[src/rtl/ssar_pkg.sv]
// Notes on behaviour
// - full conversion takes sixteen serial clock cycles
// - frame select may rise early, short cycling
// - sample input at start, isolate while converting
// - shift current result out, MSB first
// - frame held low restarts conversions back to back
// - result is 12-bit two's complement
// - data output driven only while frame low
// - frame from select fall to select rise
// - three acquisition cycles, then thirteen converting
// - falls 1-4 zeros, 5-16 result bits
// - continuous mode wraps every sixteen edges
// - select falls, clock high: wait first fall
// - select falls, clock low: counts as fall
// - simultaneous fall enters acquisition at once
// - each data bit launched on clock fall
// - early select rise aborts, output released
package ssar_pkg;
  // result word width, two's complement
  localparam int RESULT_W = 12;
  // falling edges in one conversion
  localparam logic [4:0] EDGES_PER_CONV = 5'h10;
  // last falling edge of the zero preamble; conversion begins here
  localparam logic [4:0] ZERO_EDGES = 5'h04;
  // first falling edge of a conversion
  localparam logic [4:0] FIRST_EDGE = 5'h01;
  // edge counter reset value
  localparam logic [4:0] EDGE_CNT_RST = 5'h00;
  // held result reset value
  localparam logic [RESULT_W-1:0] RESULT_RST = 12'h000;
  // data pin level while nothing is shifted
  localparam logic DOUT_RST = 1'b0;
  // buffer entries
  localparam int BUF_DEPTH = 2;
  // buffer occupancy reset value
  localparam logic [1:0] BUF_CNT_RST = 2'h0;
  // buffer occupancy when full
  localparam logic [1:0] BUF_CNT_FULL = 2'h2;

  // sequencer states
  typedef enum logic [1:0] {
    SSAR_IDLE,
    SSAR_ARMED,
    SSAR_ACQ,
    SSAR_CONV
  } ssar_state_t;
endpackage

[src/rtl/ssar_buf_if.sv]
`timescale 1ns/1ps
// carries result words from the sample port to the sequencer
interface ssar_buf_if;
  // filling side
  logic [ssar_pkg::RESULT_W-1:0] in_data;
  logic in_valid;
  logic in_ready;
  // draining side
  logic [ssar_pkg::RESULT_W-1:0] out_data;
  logic out_valid;
  logic out_ready;

  // the buffer itself
  modport store (
    input in_data, in_valid, out_ready,
    output in_ready, out_data, out_valid
  );
  // the sequencer that fills and drains it
  modport user (
    output in_data, in_valid, out_ready,
    input in_ready, out_data, out_valid
  );
endinterface

[src/rtl/ssar_buf.sv]
`timescale 1ns/1ps
// two-entry word buffer, flip-flop storage
module ssar_buf (
  // clock and reset
  input wire logic clk,
  input wire logic sys_rst,
  // word path
  ssar_buf_if.store bif
);
  // storage and pointers
  logic [ssar_pkg::RESULT_W-1:0] mem_r [ssar_pkg::BUF_DEPTH];
  logic [ssar_pkg::RESULT_W-1:0] mem_nxt [ssar_pkg::BUF_DEPTH];
  logic wr_ptr_r, wr_ptr_nxt;
  logic rd_ptr_r, rd_ptr_nxt;
  logic [1:0] cnt_r, cnt_nxt;
  // ready is registered so the sample port sees a flop
  logic ready_r, ready_nxt;
  logic push, pop;

  assign bif.in_ready = ready_r;
  assign bif.out_valid = (cnt_r != ssar_pkg::BUF_CNT_RST);
  assign bif.out_data = mem_r[rd_ptr_r];

  // next pointers, occupancy and storage
  always_comb begin
    push = bif.in_valid && ready_r;
    pop = bif.out_ready && (cnt_r != ssar_pkg::BUF_CNT_RST);
    mem_nxt = mem_r;
    wr_ptr_nxt = wr_ptr_r;
    rd_ptr_nxt = rd_ptr_r;
    cnt_nxt = cnt_r;
    // write a new word at the tail
    if (push) begin
      mem_nxt[wr_ptr_r] = bif.in_data;
      wr_ptr_nxt = ~wr_ptr_r;
    end
    // drop the head word
    if (pop) begin
      rd_ptr_nxt = ~rd_ptr_r;
    end
    // occupancy moves only when exactly one side acts
    if (push && !pop) begin
      cnt_nxt = cnt_r + 2'h1;
    end else if (pop && !push) begin
      cnt_nxt = cnt_r - 2'h1;
    end
    ready_nxt = (cnt_nxt != ssar_pkg::BUF_CNT_FULL);
  end

  // state registers
  always_ff @(posedge clk) begin
    if (sys_rst) begin
      mem_r <= '{default: ssar_pkg::RESULT_RST};
      wr_ptr_r <= 1'b0;
      rd_ptr_r <= 1'b0;
      cnt_r <= ssar_pkg::BUF_CNT_RST;
      ready_r <= 1'b0;
    end else begin
      mem_r <= mem_nxt;
      wr_ptr_r <= wr_ptr_nxt;
      rd_ptr_r <= rd_ptr_nxt;
      cnt_r <= cnt_nxt;
      ready_r <= ready_nxt;
    end
  end
endmodule

[src/rtl/ssar_readout.sv]
`timescale 1ns/1ps
// conversion sequencer and serial readout of the converter
module ssar_readout (
  // system clock and reset
  input wire logic clk,
  input wire logic sys_rst,
  // serial link pins from the host
  input wire logic cs_n_pin,
  input wire logic sclk_pin,
  // serial data pin, split into level and enable
  output logic dout_o,
  output logic dout_oe,
  // result words from the conversion core
  input wire logic [ssar_pkg::RESULT_W-1:0] sample_data,
  input wire logic sample_valid,
  output logic sample_ready,
  // sequencer status
  output logic track_o,
  output logic converting_o,
  output logic conv_done_o,
  output logic conv_abort_o,
  output logic underrun_o
);
  // two-stage synchronisers plus one stage for edge detection
  logic cs_n_s1_r, cs_n_s2_r, cs_n_s3_r;
  logic sclk_s1_r, sclk_s2_r, sclk_s3_r;
  // edge strobes taken from the settled stages only
  logic cs_fall, cs_rise, sclk_fall;

  // sequencer state
  ssar_pkg::ssar_state_t state_r, state_nxt;
  // falling edges seen in the current conversion
  logic [4:0] edge_cnt_r, edge_cnt_nxt;
  // result held for the conversion in progress
  logic [ssar_pkg::RESULT_W-1:0] hold_r, hold_nxt;
  // output flops
  logic dout_r, dout_nxt;
  logic oe_r, oe_nxt;
  logic track_r, track_nxt;
  logic conv_r, conv_nxt;
  logic done_r, done_nxt;
  logic abort_r, abort_nxt;
  logic under_r, under_nxt;
  // take the head word of the buffer
  logic take;

  // buffer between the core and the shifter
  ssar_buf_if bif ();

  ssar_buf ssar_buf_i (
    .clk(clk),
    .sys_rst(sys_rst),
    .bif(bif)
  );

  assign bif.in_data = sample_data;
  assign bif.in_valid = sample_valid;
  assign bif.out_ready = take;
  assign sample_ready = bif.in_ready;

  assign dout_o = dout_r;
  assign dout_oe = oe_r;
  assign track_o = track_r;
  assign converting_o = conv_r;
  assign conv_done_o = done_r;
  assign conv_abort_o = abort_r;
  assign underrun_o = under_r;

  // bit presented on a given falling edge: zeros first, then MSB down
  function automatic logic edge_bit(input logic [ssar_pkg::RESULT_W-1:0] word,
                                    input logic [4:0] edge_no);
    logic [4:0] idx;
    idx = ssar_pkg::EDGES_PER_CONV - edge_no;
    if (edge_no <= ssar_pkg::ZERO_EDGES) begin
      edge_bit = 1'b0;
    end else begin
      edge_bit = word[idx[3:0]];
    end
  endfunction

  // pin synchronisers; the host clock is sampled, never used as a clock
  always_ff @(posedge clk) begin
    if (sys_rst) begin
      cs_n_s1_r <= 1'b1;
      cs_n_s2_r <= 1'b1;
      cs_n_s3_r <= 1'b1;
      sclk_s1_r <= 1'b0;
      sclk_s2_r <= 1'b0;
      sclk_s3_r <= 1'b0;
    end else begin
      cs_n_s1_r <= cs_n_pin;
      cs_n_s2_r <= cs_n_s1_r;
      cs_n_s3_r <= cs_n_s2_r;
      sclk_s1_r <= sclk_pin;
      sclk_s2_r <= sclk_s1_r;
      sclk_s3_r <= sclk_s2_r;
    end
  end

  // edge strobes, one clk cycle each
  always_comb begin
    cs_fall = cs_n_s3_r && !cs_n_s2_r;
    cs_rise = !cs_n_s3_r && cs_n_s2_r;
    sclk_fall = sclk_s3_r && !sclk_s2_r;
  end

  // sequencer next state
  always_comb begin
    state_nxt = state_r;
    edge_cnt_nxt = edge_cnt_r;
    hold_nxt = hold_r;
    dout_nxt = dout_r;
    track_nxt = track_r;
    conv_nxt = conv_r;
    done_nxt = 1'b0;
    abort_nxt = 1'b0;
    under_nxt = 1'b0;
    take = 1'b0;
    // frame select is the output enable, tracked with no extra delay
    oe_nxt = !cs_n_s2_r;
    if (cs_n_s2_r) begin
      // frame closed; an open conversion is dropped
      if (cs_rise && (state_r == ssar_pkg::SSAR_ACQ || state_r == ssar_pkg::SSAR_CONV)) begin
        abort_nxt = 1'b1;
      end
      state_nxt = ssar_pkg::SSAR_IDLE;
      edge_cnt_nxt = ssar_pkg::EDGE_CNT_RST;
      dout_nxt = ssar_pkg::DOUT_RST;
      track_nxt = 1'b0;
      conv_nxt = 1'b0;
    end else if (cs_fall) begin
      // frame opens; the clock level decides where counting starts
      if (!sclk_s2_r) begin
        // clock already low, or falling together: this is edge one
        state_nxt = ssar_pkg::SSAR_ACQ;
        edge_cnt_nxt = ssar_pkg::FIRST_EDGE;
        dout_nxt = 1'b0;
        track_nxt = 1'b1;
      end else begin
        // clock high: wait for its first fall
        state_nxt = ssar_pkg::SSAR_ARMED;
        edge_cnt_nxt = ssar_pkg::EDGE_CNT_RST;
        dout_nxt = 1'b0;
      end
      conv_nxt = 1'b0;
    end else if (sclk_fall && state_r != ssar_pkg::SSAR_IDLE) begin
      // every data change happens on a host clock fall
      edge_cnt_nxt = edge_cnt_r + 5'h01;
      case (state_r)
        ssar_pkg::SSAR_ARMED: begin
          // first fall of a conversion, also the wrap in continuous frames
          state_nxt = ssar_pkg::SSAR_ACQ;
          track_nxt = 1'b1;
          conv_nxt = 1'b0;
        end
        ssar_pkg::SSAR_ACQ: begin
          if (edge_cnt_nxt == ssar_pkg::ZERO_EDGES) begin
            // acquisition over: freeze the sample, isolate the input
            state_nxt = ssar_pkg::SSAR_CONV;
            track_nxt = 1'b0;
            conv_nxt = 1'b1;
            take = 1'b1;
            if (bif.out_valid) begin
              hold_nxt = bif.out_data;
            end else begin
              // no fresh word: the last one is repeated and flagged
              under_nxt = 1'b1;
            end
          end
        end
        ssar_pkg::SSAR_CONV: begin
          if (edge_cnt_nxt == ssar_pkg::EDGES_PER_CONV) begin
            // LSB goes out now; next fall starts a new conversion
            state_nxt = ssar_pkg::SSAR_ARMED;
            edge_cnt_nxt = ssar_pkg::EDGE_CNT_RST;
            done_nxt = 1'b1;
          end
        end
        default: begin
          state_nxt = ssar_pkg::SSAR_IDLE;
        end
      endcase
      // the bit is chosen by the edge number just reached
      dout_nxt = edge_bit(hold_nxt, edge_cnt_r + 5'h01);
    end
  end

  // sequencer registers
  always_ff @(posedge clk) begin
    if (sys_rst) begin
      state_r <= ssar_pkg::SSAR_IDLE;
      edge_cnt_r <= ssar_pkg::EDGE_CNT_RST;
      hold_r <= ssar_pkg::RESULT_RST;
      dout_r <= ssar_pkg::DOUT_RST;
      oe_r <= 1'b0;
      track_r <= 1'b0;
      conv_r <= 1'b0;
      done_r <= 1'b0;
      abort_r <= 1'b0;
      under_r <= 1'b0;
    end else begin
      state_r <= state_nxt;
      edge_cnt_r <= edge_cnt_nxt;
      hold_r <= hold_nxt;
      dout_r <= dout_nxt;
      oe_r <= oe_nxt;
      track_r <= track_nxt;
      conv_r <= conv_nxt;
      done_r <= done_nxt;
      abort_r <= abort_nxt;
      under_r <= under_nxt;
    end
  end
endmodule

[config.mk]
export PLATFORM = sky130hd
export DESIGN_NAME = ssar_readout
export DESIGN_NICKNAME = d
export VERILOG_FILES = /design/src/rtl/ssar_pkg.sv /design/src/rtl/ssar_buf_if.sv /design/src/rtl/ssar_buf.sv /design/src/rtl/ssar_readout.sv
export SDC_FILE = /design/constraint.sdc
export NUM_CORES = 1
export LEC_CHECK = 0
export BUFFER_PORTS_ARGS = -buffer_cell sky130_fd_sc_hd__buf_4
export CAP_MARGIN = 5
export CORE_MARGIN = 4
export CORE_UTILIZATION = 35
export CTS_BUF_LIST = sky130_fd_sc_hd__clkbuf_8
export CTS_CLUSTER_DIAMETER = 150
export DETAILED_ROUTE_END_ITERATION = 8
export SETUP_SLACK_MARGIN = 0.05
export SYNTH_ARGS = -nofsm -noshare
export SYNTH_HDL_FRONTEND = slang
export SYNTH_SLANG_ARGS = --single-unit
[constraint.sdc]
create_clock -name clk -period 2.3 [get_ports clk]
set_input_delay 0.46 -clock clk [delete_from_list [all_inputs] [get_ports clk]]
set_output_delay 0.46 -clock clk [all_outputs]
set_load 0.01 [all_outputs]
## After elaboration in Yosys (flattened, before gate mapping)

Index checks and enable logic that the tools add are counted.

- Register bits: 61
- Input bits: 17
- Output and inout port bits: 8
- Logic and storage cells: 124

- Add/subtract/negate cells: 4
- Order comparisons: 5
- Equality and inequality tests: 10
- Multiplexer cells: 43
- Bitwise gates (word level): 10
- Reduce and logical (&&, ||, !) cells: 30

Operators with widths:

| operator | count |
|---|---|
| $mux 12 | 10 |
| $bwmux 24 | 1 |
| $mux 5 | 4 |
| $mux 1 | 16 |
| $mux 2 | 7 |
| $demux 12 s1 | 1 |
| $logic_and 1x1->1 | 10 |
| $reduce_and 3->1 | 3 |
| $not 1->1 | 8 |
| $reduce_bool 2->1 | 4 |
| $ne 3x2->1 const B | 2 |
| $pmux 2 s3 | 1 |
| $reduce_or 6->1 | 1 |
| $add 5x1->5 const B | 1 |
| $eq 5x3->1 const B | 1 |
| $eq 5x5->1 const B | 1 |
| $le 5x3->1 const B | 1 |
| $logic_not 1->1 | 5 |
| $lt 4x5->1 const B | 1 |
| $reduce_or 5->1 | 1 |
| $bmux 1 s4 | 1 |
| $eq 2x2->1 const B | 2 |
| $ge 2x2->1 const B | 2 |
| $ne 2x2->1 const B | 2 |
| 13 further kinds | 16 |

## Depth between registers and ports, before layout

- Word-level depth: 13
- Mapped depth: 9
- Mapped depth without buffers: 8

## By module

Synthesis repeated with hierarchy kept, for this count alone.

- Cells, all modules: 369
- Area, all modules: 3108.0 um^2

By module, submodules not included:

| module | times used | cells each | area each (um^2) | seq. area each (um^2) |
|---|---|---|---|---|
| ssar_readout | 1 | 222 | 1856.8 | 640.6 |
| ssar_buf | 1 | 147 | 1251.2 | 580.6 |

## Least setup slack after synthesis

No wires, ideal clock.

- Path type: flip-flop to flip-flop
- Start: reg edge_cnt_r[1]
- End: reg dout_r, in the netlist dout_o
- Setup time: 86 ps
- Arrival: 2103 ps
- Data required time: 2214 ps
- Path slack: 111 ps
- Stages on the path, launching flop included: 10
- Buffers on the path: 1
- Clock period less this slack: 2189 ps
- Cells stage by stage: dfxtp_1 > ha_1 > buf_2 > or2_2 > a21boi_0 > o21ai_0 > xor2_1 > o211ai_1 > or3_1 > a221oi_2

- Longest elaborated chain between the ends: 10
- Elaborated cells on any way between the ends: 12
- Those cells by class: add/sub: 2; order compare: 1; eq/ne: 1; mux: 8

RTL lines:

| item | RTL line | source |
|---|---|---|
| start: declaration | ssar_readout.sv:33 | `logic [4:0] edge_cnt_r, edge_cnt_nxt;` |
| start signal: assignment | ssar_readout.sv:192 | `edge_cnt_r <= ssar_pkg::EDGE_CNT_RST;` |
| start signal: assignment | ssar_readout.sv:203 | `edge_cnt_r <= edge_cnt_nxt;` |
| $add 5x1->5 * | ssar_readout.sv:148, ssar_readout.sv:184 |  |
| $eq 5x3->1 | ssar_readout.sv:157 | `if (edge_cnt_nxt == ssar_pkg::ZERO_EDGES) begin` |
| $mux 12 | ssar_readout.sv:157 |  |
| $mux 12 | ssar_readout.sv:149 | `case (state_r)` |
| $mux 12 | ssar_readout.sv:146 | `end else if (sclk_fall && state_r != ssar_pkg::SSAR_IDLE) begin` |
| $mux 12 | ssar_readout.sv:131 | `end else if (cs_fall) begin` |
| $mux 12 | ssar_readout.sv:121 | `if (cs_n_s2_r) begin` |
| $bmux 1 s4 | ssar_readout.sv:77 | `edge_bit = word[idx[3:0]];` |
| $mux 1 (implied by the code) | ssar_readout.sv:77 |  |
| $mux 1 * | ssar_readout.sv:74 | `if (edge_no <= ssar_pkg::ZERO_EDGES) begin` |
| end signal: assignment | ssar_readout.sv:194 | `dout_r <= ssar_pkg::DOUT_RST;` |
| end signal: assignment | ssar_readout.sv:205 | `dout_r <= dout_nxt;` |
| end: declaration | ssar_readout.sv:37 | `logic dout_r, dout_nxt;` |

Every way passes the cells marked *; elsewhere a longest branch is shown, timed or not. The select of a mux whose other input is x is not followed.
A chain may end at the register's enable or synchronous reset.

## Worst setup path after layout

- Start: reg edge_cnt_r[0]
- End: reg dout_r, in the netlist dout_o

The elaborated chain is that of the path after synthesis.

==> results.yml <==
detailed_routing:
  drc: 0
  drtAntennaViolNets: 0
  drt_wl_total_mm: 6.49
  wl_per_cell_um: 13.2
  drt-vias-per-instance: 5.01
  vias: 2468
  dr.pass1.iters: 4
  detail_route.iter0.violations: 89
clock_tree:
  clock_latency_ps: 350
  clock-sinks: 61
  numCtsBuffers: 9
  root_buffer: "clkbuf_8"
  cts_setup_buffers: 0
  clk_pin_slew_ps: 80
  cts_buffer_depth: 2
  cts_tree: "done"
  htreeDepth: 3
  cts_hold_buf: 0
timing:
  tightest_slew_ps: 530
  setup_slack_ps: 172
  fmaxAchievable_mhz: 470
  final_hold_viol_count: 0
  fin_crit_sh: 0.925
  maxSlewHeadroom: 0.646
  fin_tns_setup_ps: 0
  skew_ps: 10.1
  drv_slew: 0
  min_period_ps: 2130
  hold_ws_ps: 304
  setup_violations: 0
  rsz0062_at_grt: "false"
placed_design:
  place_inst: 477
  post-place-ws_ps: 35.5
  io_buffers: 24
  hpwlAfterDp_mm: 4.45
  gp_congestion: 0.803
  dpl_cell_area_um2: 3290
floorplan:
  dieArea_um2: 10000
  top_level_ports: 25
  die_w_um: 100
  initial_core_util: 0.361
  num_rows: 33
  die_h_um: 100
  core-area_um2: 8220
global_routing:
  gr-max-usage-layer: "met2"
  met3_usage: 0.0389
  grt_max_degree: 48
  grt_pass1_vias: 2415
  antenna_found_initial: 0
  grt_pass1_wl_mm: 11.3
  gr-total-overflow: 0
  use_met1: 0.182
  grtUsageMet2: 0.224
  grt_util_all_layers: 0.140
worst_setup_path:
  critPathTopFamily: "simple AND/OR/NAND/NOR gates"
  reg2reg_depth: 8
  path_max_fanout: 8
  path_cells: "ha_4 > or2_2 > a21boi_1 > o21ai_1 > xor2_1 > o211ai_1 > or3_1 > a221oi_2"
  required_ps: 2550
  worst-path-buf-inv: 0
  critPathLaunchType: "register"
  cp.depth: 8
  setup.worst_path.start: "edge_cnt_r[0]$_SDFFE_PP0P_"
  r2r-start: "edge_cnt_r[0]$_SDFFE_PP0P_"
  critical_path.max_stage_delay_ps: 420
  arrival_ps: 2380
  cpMaxStageDelayCell: "dfxtp_4"
  criticalPathCategory: "register to register"
  cp-end-kind: "register"
worst_hold_path:
  hp-class: "input pin to register"
  worstHoldStart: "cs_n_pin"
  min_path_cells: 2
yosys:
  ys.flop_type: "dfxtp_1"
  post_synth.cell_area_avg_um2: 8.29
  syn_area_um2: 2970
  synth_cells: 358
  ys_seq_area_frac: 0.411
  ys_async_sr_fraction: 0
  synthesis.nets: 382
  synth-edff-count: 0
  yosysWarnings: 0
  ys_ff_latch: 61
  synth.distinct_cells: 48
  yosysTopAreaCell: "dfxtp_1"
  yosys-top-cells-area: "dfxtp_1 41%, nand2_1 9.6%, a21oi_1 6.2%, mux2i_1 5.7%, a211oi_1 3.5%"
  synth_top_area_share: 0.411
power_and_ir_drop:
  power_mw: 2.44
  p_leak_nw: 1.27
  p_per_area_nw_per_um2: 688
  ir_drop_mv: 0.289
finish:
  area_growth_pct: 19.6
  final_common_cell: "nand2_1"
  insertedDiodeCount: 0
  drive_above_1_share: 0.193
  stdcell_area_um2: 3550
  final_cell_mix: "76 x nand2_1, 59 x dfxtp_1, 37 x a21oi_1, 36 x buf_4, 27 x nor2_1"
  nets: 407
  final_cell_count_no_fill: 493
  fin_util: 0.432
flow_run:
  drv_cap: 0
outcome:
  outcome: "complete, no violations"
-- power by group --
group	total, mW	switching (mW)	internal [mW]
sequential	1.12	0.0295	1.10
combinational	0.212	0.119	0.0929
clock	1.11	0.460	0.647
total	2.44	0.608	1.83
-- worst register-to-register path: stages (launching register included) --
cell,delay [ps]
dfxtp_4,420
ha_4,220
or2_2,260
a21boi_1,140
o21ai_1,100
xor2_1,230
o211ai_1,120
or3_1,340
a221oi_2,220
-- synthesized netlist by cell type (3+ instances only) --
library cell and instances:
nand2_1 76, dfxtp_1 61, a21oi_1 37, nor2_1 27, mux2i_1 17, a211oi_1 14
o21ai_0 13, clkbuf_1 12, buf_2 9, inv_1 9, ha_1 7, nor3_1 7
or2_2 6, xnor2_1 5, nand3_1 4, nor2b_1 4, xor2_1 4, mux4_2 3
nand2b_1 3, o211ai_1 3
-- logic make-up (layout without fill, tap and decap cells) --
logic type,after synthesis,in the layout,synth area share
compound gates,83,83,0.174
xor+xnor,9,9,0.0265
fa+ha+maj,7,7,0.0295
buf+inv,32,62,0.0468
flops,61,61,0.411
mux,22,22,0.0876
simple gates,144,144,0.225
-- worst paths after layout --
| check | endpoint | slack (ps) |
|---|---|---|
| worst max-delay path | dout_o$_SDFFE_PP0P_ | 170 |
| worst min-delay path | cs_n_s1_r$_SDFF_PP1_ | 300 |
| worst max register to register | dout_o$_SDFFE_PP0P_ | 170 |
| worst min register to register | cs_n_s2_r$_SDFF_PP1_ | 410 |
-- sequential cells by signal, summed over array words and instances, names as in the netlist, 2 cells and up --
name and flops:
edge_cnt_r 5, hold_r 12, ssar_buf_i.mem_r 24, ssar_buf_i.cnt_r 2, state_r 2
-- metal layers --
metal | vias up | part of all wire
met5 | - | 0
met4 | 0 | 0.015
met3 | 11 | 0.045
met2 | 43 | 0.47
met1 | 1126 | 0.47
li1 | 1288 | -
-- cell type report --
type | count | area [um^2]
Clock buffer | 10 | 138
Sequential cell | 61 | 1230
Timing Repair Buffer | 37 | 290
Tap cell | 105 | 131
Fill cell | 842 | 4660
Multi-Input combinational cell | 265 | 1640
Clock inverter | 6 | 93.8
Inverter | 9 | 33.8
-- repair_timing --
item,4_1_cts,5_1_grt
hold endpoints to repair,0,0
pin swaps,0,1
resized for setup,3,7
setup endpoints to repair,2,2
Note: power is estimated with default switching activity, not from simulation.
